`src/design/can_mob_irq_consts.vh`:
```
// Constants for the message object interrupt and prescaler block.
// Assumes an 8-bit SFR bus with byte addresses in the 0x80..0xFF range.
// Function
// - Read-only upper status shows objects 14..8 pending
// - Read-only lower status shows objects 7..0 pending
// - Upper enable bits gate objects 14..8 interrupts
// - Lower enable bits gate objects 7..0 interrupts
// - Reserved bits read indeterminate; software writes zero
// - Quantum period is prescaler plus one clocks
// - Prescaler undefined after reset; software programs it
// - Reset clears enables and upper status bits
`ifndef CAN_MOB_IRQ_CONSTS_VH
`define CAN_MOB_IRQ_CONSTS_VH

// SFR addresses
`define ADDR_BAUD_PRESCALER 8'hB4
`define ADDR_STATUS_HIGH    8'hBA
`define ADDR_STATUS_LOW     8'hBB
`define ADDR_ENABLE_HIGH    8'hC2
`define ADDR_ENABLE_LOW     8'hC3

// Field positions
`define PRESCALER_MSB       6
`define PRESCALER_LSB       1
`define UPPER_MSB           6

// Reset values
`define ENABLE_RESET        8'h00
`define PRESCALER_RESET     6'h00

// Object count
`define NUM_OBJECTS         15

`endif

```
`src/design/can_mob_irq_prescaler.v`:
```
// Message object interrupt status/enable registers and baud prescaler.
// Assumes a synchronous SFR bus on clock; object flags come from logic
// on the same clock and stay high until software clears their source.
`include "can_mob_irq_consts.vh"

module can_mob_irq_prescaler (
    // Clock and reset
    input  wire        clock,
    input  wire        rst_b,
    // SFR bus
    input  wire [7:0]  sfr_addr,
    input  wire        sfr_wr,
    input  wire        sfr_rd,
    input  wire [7:0]  sfr_wdata,
    output reg  [7:0]  sfr_rdata,
    output wire        sfr_hit,
    // Controller side
    input  wire        controller_enable,
    input  wire [14:0] obj_flags,
    // Outputs
    output wire        quantum_tick,
    output reg         can_irq,
    output wire [5:0]  quantum_divider
);

    reg        rst_meta;
    reg        rst_sync_b;
    reg [14:0] obj_pending;
    reg [6:0]  obj_irq_en_upper;
    reg [7:0]  obj_irq_en_lower;
    reg [5:0]  prescaler;
    reg [7:0]  next_rdata;

    // Decode helper used by write and read paths
    function is_addr;
        input [7:0] a;
        input [7:0] b;
        begin
            is_addr = (a == b);
        end
    endfunction

    // Reset release through two flip-flops
    always @(posedge clock or negedge rst_b) begin
        if (!rst_b) begin
            rst_meta   <= 1'b0;
            rst_sync_b <= 1'b0;
        end else begin
            rst_meta   <= 1'b1;
            rst_sync_b <= rst_meta;
        end
    end

    // Pending bits follow the sticky object flags; they clear only
    // when software clears the underlying source condition
    always @(posedge clock or negedge rst_sync_b) begin
        if (!rst_sync_b) begin
            obj_pending <= 15'h0000;
        end else begin
            obj_pending <= obj_flags;
        end
    end

    // Enable registers; reserved bit 7 of upper is not stored
    always @(posedge clock or negedge rst_sync_b) begin
        if (!rst_sync_b) begin
            obj_irq_en_upper <= 7'h00;
            obj_irq_en_lower <= `ENABLE_RESET;
        end else if (sfr_wr) begin
            if (is_addr(sfr_addr, `ADDR_ENABLE_HIGH))
                obj_irq_en_upper <= sfr_wdata[`UPPER_MSB:0];
            if (is_addr(sfr_addr, `ADDR_ENABLE_LOW))
                obj_irq_en_lower <= sfr_wdata;
        end
    end

    // Prescaler has no reset: software must program it first.
    // Writes while the controller runs are ignored to protect timing.
    always @(posedge clock) begin
        if (sfr_wr && !controller_enable &&
            is_addr(sfr_addr, `ADDR_BAUD_PRESCALER))
            prescaler <= sfr_wdata[`PRESCALER_MSB:`PRESCALER_LSB];
    end

    assign quantum_divider = prescaler;

    // Interrupt request when any pending object is enabled
    always @(posedge clock or negedge rst_sync_b) begin
        if (!rst_sync_b)
            can_irq <= 1'b0;
        else
            can_irq <= |(obj_pending &
                         {obj_irq_en_upper, obj_irq_en_lower});
    end

    // Read mux; reserved bits read as zero, one legal indeterminate value
    always @* begin
        next_rdata = 8'h00;
        if (is_addr(sfr_addr, `ADDR_STATUS_HIGH))
            next_rdata = {1'b0, obj_pending[14:8]};
        else if (is_addr(sfr_addr, `ADDR_STATUS_LOW))
            next_rdata = obj_pending[7:0];
        else if (is_addr(sfr_addr, `ADDR_ENABLE_HIGH))
            next_rdata = {1'b0, obj_irq_en_upper};
        else if (is_addr(sfr_addr, `ADDR_ENABLE_LOW))
            next_rdata = obj_irq_en_lower;
        else if (is_addr(sfr_addr, `ADDR_BAUD_PRESCALER))
            next_rdata = {1'b0, prescaler, 1'b0};
    end

    // Registered read data, one cycle after the read strobe
    always @(posedge clock or negedge rst_sync_b) begin
        if (!rst_sync_b)
            sfr_rdata <= 8'h00;
        else if (sfr_rd)
            sfr_rdata <= next_rdata;
    end

    assign sfr_hit = is_addr(sfr_addr, `ADDR_STATUS_HIGH) |
                     is_addr(sfr_addr, `ADDR_STATUS_LOW) |
                     is_addr(sfr_addr, `ADDR_ENABLE_HIGH) |
                     is_addr(sfr_addr, `ADDR_ENABLE_LOW) |
                     is_addr(sfr_addr, `ADDR_BAUD_PRESCALER);

    // Time quantum generator
    quantum_divider_gen #(
        .WIDTH (6)
    ) u_quantum (
        .clock        (clock),
        .rst_sync_b   (rst_sync_b),
        .run          (controller_enable),
        .divider      (prescaler),
        .quantum_tick (quantum_tick)
    );

endmodule

```
`src/design/quantum_divider_gen.v`:
```
// Time quantum enable generator.
// Assumes the divider value is stable while the controller is enabled.
module quantum_divider_gen #(
    parameter WIDTH = 6
) (
    // Clock and reset
    input  wire             clock,
    input  wire             rst_sync_b,
    // Control
    input  wire             run,
    input  wire [WIDTH-1:0] divider,
    // Output
    output reg              quantum_tick
);

    reg [WIDTH-1:0] count;

    // One tick every divider+1 clocks; restarts whenever the
    // controller is stopped, so a changed value takes effect cleanly
    always @(posedge clock or negedge rst_sync_b) begin
        if (!rst_sync_b) begin
            count        <= {WIDTH{1'b0}};
            quantum_tick <= 1'b0;
        end else if (!run) begin
            count        <= {WIDTH{1'b0}};
            quantum_tick <= 1'b0;
        end else if (count >= divider) begin
            count        <= {WIDTH{1'b0}};
            quantum_tick <= 1'b1;
        end else begin
            count        <= count + {{(WIDTH-1){1'b0}}, 1'b1};
            quantum_tick <= 1'b0;
        end
    end

endmodule

```
`config.mk`:
```
export PLATFORM = sky130hd
export DESIGN_NAME = can_mob_irq_prescaler
export DESIGN_NICKNAME = d
export VERILOG_FILES = /design/src/design/can_mob_irq_prescaler.v /design/src/design/quantum_divider_gen.v
export VERILOG_INCLUDE_DIRS = /design/src /design/src/design
export SDC_FILE = /design/constraint.sdc
export NUM_CORES = 1
export LEC_CHECK = 0
export BUFFER_PORTS_ARGS = -buffer_cell sky130_fd_sc_hd__buf_2
export CORE_MARGIN = 1
export CORE_UTILIZATION = 40
export DETAILED_ROUTE_END_ITERATION = 7
export PLACE_DENSITY = 0.57
export SETUP_SLACK_MARGIN = 0.5
export SYNTH_ARGS = -nofsm -noshare
export SYNTH_HDL_FRONTEND = slang
export SYNTH_HIERARCHICAL = 1
export SYNTH_SLANG_ARGS = --single-unit
```
`constraint.sdc`:
```
create_clock -name clock -period 3.7 [get_ports clock]
set_input_delay 0.74 -clock clock [delete_from_list [all_inputs] [get_ports clock]]
set_output_delay 0.74 -clock clock [all_outputs]
set_load 0.01 [all_outputs]
```
# After elaboration in Yosys (flattened, before gate mapping)
# Cells that the tools add are included.
dict set report totals {
  register_bits 54
  latch_bits 0
  mem_bits_rw 0
  romBits 0
  out_inout_bits 17
  elab_cells 37
  n_memories 0
}
dict set report classes {
  n_addsub 1
  n_mul 0
  n_div 0
  magnitude_cmp 1
  eq_ne 5
  shifts 0
  n_mux 9
  bitwise 5
  n_reduce_logical 6
}
# operator count
set ops {}
lappend ops {{$eq A8 B8 Y1 const B} 5}
lappend ops {{$mux W8} 4}
lappend ops {{$and A15 B15 Y15} 1}
lappend ops {{$reduce_or A15 Y1} 1}
lappend ops {{$mux W6} 2}
lappend ops {{$mux W7} 1}
lappend ops {{$add A6 B1 Y6 const B} 1}
lappend ops {{$ge A6 B6 Y1} 1}
lappend ops {{$or A1 B1 Y1} 4}
lappend ops {{$reduce_and A2 Y1} 2}
lappend ops {{$logic_and A1 B1 Y1} 2}
lappend ops {{$mux W1} 2}
lappend ops {{$logic_not A1 Y1} 1}

# Logic depth before layout (Yosys ltp)
dict set report depth {
  ltp_word 6
  mapped_depth 6
  ltp_nobuf 6
}

# By module
# Netlist, hierarchy kept.
# module instances cells_each area_per_inst_um2
set by_module_without_submodules {}
lappend by_module_without_submodules {can_mob_irq_prescaler 1 163 2103.3}
lappend by_module_without_submodules {quantum_divider_gen 1 45 445.4}

# Least setup slack after synthesis
# Ideal clock, no wire load.
dict set report synth_timing {
  kind {input-to-reg}
  start {input port sfr_addr[1]}
  end {register prescaler[0], in the netlist quantum_divider[0] (enable)}
  setup_time_ns 0.379
  arrival_time_ns 2.142
  required_ns 3.321
  path_slack_ns 1.180
  stages 4
  path_cell_list {clkbuf_1 > nor4b_1 > nand2_1 > nor3b_1}
}
dict set report synth_via {
  elab_chain_len 2
}
# item line
set synth_lines {}
lappend synth_lines {{start, declared} can_mob_irq_prescaler.v:11} ;# input wire [7:0] sfr_addr,
lappend synth_lines {{$eq A8 B8 Y1} can_mob_irq_prescaler.v:39} ;# is_addr = (a == b);
lappend synth_lines {{$logic_and A1 B1 Y1} can_mob_irq_prescaler.v:80} ;# if (sfr_wr && !controller_enable &&
lappend synth_lines {{end signal, assigned} can_mob_irq_prescaler.v:82} ;# prescaler <= sfr_wdata[`PRESCALER_MSB:`PRESCALER_LSB];
lappend synth_lines {{end, declared} can_mob_irq_prescaler.v:31} ;# reg [5:0] prescaler;
# Every way passes these cells.
# A chain may end at the register's enable or synchronous reset.

# Final worst setup path
dict set report layout_timing {
  start {input port sfr_addr[0]}
  end {output port sfr_hit}
}
dict set report layout_via {
  elab_chain_len 5
}
# item line
set layout_lines {}
lappend layout_lines {{$eq A8 B8 Y1} can_mob_irq_prescaler.v:39}
lappend layout_lines {{$or A1 B1 Y1 (3 in a row)} can_mob_irq_prescaler.v:119} ;# assign sfr_hit = is_addr(sfr_addr, `ADDR_STATUS_HIGH) |
lappend layout_lines {{$or A1 B1 Y1 *} can_mob_irq_prescaler.v:119}
lappend layout_lines {{end, declared} can_mob_irq_prescaler.v:16} ;# output wire sfr_hit,
# Mark *: on every way between the ends. The rest lies on a longest branch, timed or not.

==> reports/metrics.yaml <==
drt-pass1-iter-count: 4
synth_fa_ha_area_share_pct: 3.44
dp_hpwl_um: 4360
synth-xor-area-share_pct: 1.37
register_area_um2: 1380
synth_top_area_share_pct: 47.1
finalMaxSlewViolations: 0
status: "finished, final reports clean"
post_cts_resized: 0
holdWs_ns: 0.189
htree_levels: 2
cp.arrival_ns: 2.16
hold_path_class: "primary input to async pin"
fin_tns_setup_ns: 0
swShare_pct: 25.6
yosysWarnings: 6
gp_congestion: 0.855
io_buffers: 52
hold_viol_final: 0
overflow: 0
rows: 28
r2r_end: "u_quantum/count[3]"
critPathMaxStageDelay_ns: 0.76
die_h_um: 81.8
drc: 0
period_minus_slack_ns: 2.90
path_cells: "buf_2 > nor4b_1 > nand2_1 > nand2_1 > buf_2"
antenna_found_initial: 0
wl_per_cell_um: 17.0
grtUsageTotal_pct: 19.1
ys_ff_latch: 54
fp.coreArea_um2: 6030
clock-sinks: 54
setup.worst_path.start_class: "primary input"
crit_type: "primary input to output port"
critPathTopFamily: "simple AND/OR/NAND/NOR gates"
ant_nets: 0
cts_hold_buf: 0
insertion_delay_ns: 0.31
crit_buf_inv: 2
grt_pass1_vias: 1659
finalCritPeriodShare_pct: 78.4
die_w_um: 81.8
r2r-start: "quantum_divider[5]"
grt_setup_unrepaired: "no"
vias: 1782
synthesis.area_um2: 2550
synthArstFlopShare_pct: 88.9
max-vdd-ir-drop_mv: 0.246
ioPinCount: 53
numCtsBuffers: 5
synth_compound_area_share_pct: 13.6
grt_max_degree: 47
antenna_cells: 0
cts_tree: "yes"
pwr-share-comb_pct: 9.1
critPathSlowestCell: "nor4b_1"
first_iter_violations: 178
final-setup-viol-count: 0
fill_cells: 566
regToRegSetupSlack_ns: 2.21
synth_cell_type_count: 47
p_int_w: 0.000808
synthTopCellsByArea: "dfrtp_1 (47%), mux2_4 (8.8%), edfxtp_1 (7.1%), ha_1 (3.4%), a22oi_1 (2.4%)"
drive_above_1_share_pct: 32.8
vias_per_cell: 5.29
synth_edf_count: 6
root_buffer: "clkbuf_8"
maxCapViolCount: 0
wirelength_um: 5720
worstMarginPinSlew_ns: 0.987
crit_path_max_fanout: 21
power_switching_w: 0.000277
synth_nets: 251
reg2reg_depth: 6
relSlewSlack_pct: 34.2
fin_util_pct: 49.3
synth_seq_area_share_pct: 54.2
clkTransAtPathRegs_ns: 0.10
critPathLaunch: "sfr_addr[0]"
synth.largest_area_cell: "dfrtp_1"
grt_pass1_wl_um: 9190
area_growth_pct: 16.4
worst_slack_ns: 0.798
synthSimpleGateAreaFrac_pct: 14.4
yosys-mux-area-fraction_pct: 10.0
p_per_area_nw_per_um2: 366
multi_input_area_um2: 1100
p_leak_nw: 1.45
initial_core_util_pct: 42.3
clockBufferDepth: 2
finClkSkew_ns: 0.00999
dieArea_um2: 6700
pre_cts_ws_ns: 0.835
nets: 304
synth-main-ff-cell: "dfrtp_1"
post_cts_buffers: 0
synth_top_family_by_area: "simple AND/OR/NAND/NOR gates"
power_w: 0.00109
end_kind: "output port"
synthCells: 208
pwr-share-clk_pct: 30.6
cp.required_ns: 2.96
avgSynthCellArea_um2: 12.3
max_freq_mhz: 345
seqPwrFrac_pct: 60.3
## worst max path at each step
stage	slack, ns	end	cells past startpoint
6_report	0.80	sfr_hit	5
5_1_grt	0.66	sfr_hit	5
4_1_cts	0.83	sfr_hit	5
3_5_place_dp	0.84	sfr_hit	5
3_3_place_gp	0.87	sfr_hit	5
2_1_floorplan	1.18	quantum_divider[0]	4
## metal layers
layer	part of all wire [%]	global-route usage, %	wire length, µm
met1	49	28.8	2800
met2	44	27.6	2540
met3	5.7	3.78	325
met4	0.86	5.26	49
met5	0	0	0
## stage by stage
stage / instances / area [µm²]
floorplan: 208 / 2550
global placement: 329 / 2880
detailed placement: 329 / 2880
CTS: 337 / 2970
global route: 337 / 2970
finish: 337 / 2970
## cell type report
cell class / count / area share [%]
sequential: 54 / 46.6
multi-input combinational: 137 / 36.9
timing repair buffer: 53 / 9.02
tap: 75 / 3.16
clock buffer: 5 / 2.32
inverter: 10 / 1.26
clock inverter: 3 / 0.717
## worst register-to-register path, delay by kind of cell, from the launching register on
family | cells | cell delay (ns)
compound gates | 3 | 0.47
fa+ha+maj | 1 | 0.33
buf+inv | 1 | 0.06
flops | 1 | 0.42
simple gates | 1 | 0.15
## cell usage after synthesis (all sizes together) (5+ instances only)
master,count
nor2,8
o22ai,5
inv,10
nand3,5
nand2b,5
nand2,13
edfxtp,6
and2,5
clkbuf,6
a22oi,8
a31oi,6
o21ai,11
mux2,15
dfrtp,48
ha,7
## power by group through the flow
stage | sequential, W | combinational [W] | clock, W
after floorplan | 0.000660 | 0.0000558 | 0
after global placement | 0.000667 | 0.0000963 | 0
after detailed placement | 0.000667 | 0.0000978 | 0
after CTS | 0.000656 | 0.0000983 | 0.000340
after global routing | 0.000660 | 0.000109 | 0.000360
final | 0.000654 | 0.0000982 | 0.000332
## flip-flops by register name (all words and copies together), names as in the netlist
name                    cells
obj_irq_en_lower            8
quantum_divider             6
u_quantum/count             6
can_irq                     1
obj_pending                15
sfr_rdata                   8
obj_irq_en_upper            7
rst_sync_b                  1
u_quantum/quantum_tick      1
rst_meta                    1
## cells by family after synthesis
group,count (synthesis)
flip-flops,54
other,1
AO/OA/AOI/OAI,49
multiplexers,18
buffers and inverters,17
AND/OR/NAND/NOR,58
XOR/XNOR,4
adder cells (fa/ha/maj),7
## cell usage in the layout, fill, tap and decap left out, types with 3 or more instances in the layout
cell | netlist | final
edfxtp_1 | 6 | 6
o21ai_0 | 8 | 8
ha_1 | 7 | 7
nor2b_1 | 4 | 4
buf_2 | 0 | 52
a22oi_1 | 8 | 8
a21o_1 | 3 | 3
inv_1 | 10 | 10
and3_1 | 4 | 4
clkbuf_8 | 0 | 5
and2_1 | 5 | 5
dfrtp_1 | 48 | 47
nor2_1 | 8 | 8
o22ai_1 | 5 | 5
mux2_4 | 15 | 15
nand2b_1 | 4 | 4
nand3_1 | 5 | 5
xor2_1 | 3 | 3
a222oi_1 | 4 | 4
a31oi_1 | 6 | 6
o21ai_1 | 3 | 3
nand2_1 | 11 | 11
mux2i_1 | 3 | 3
Note: power is estimated with default switching activity, not from simulation.
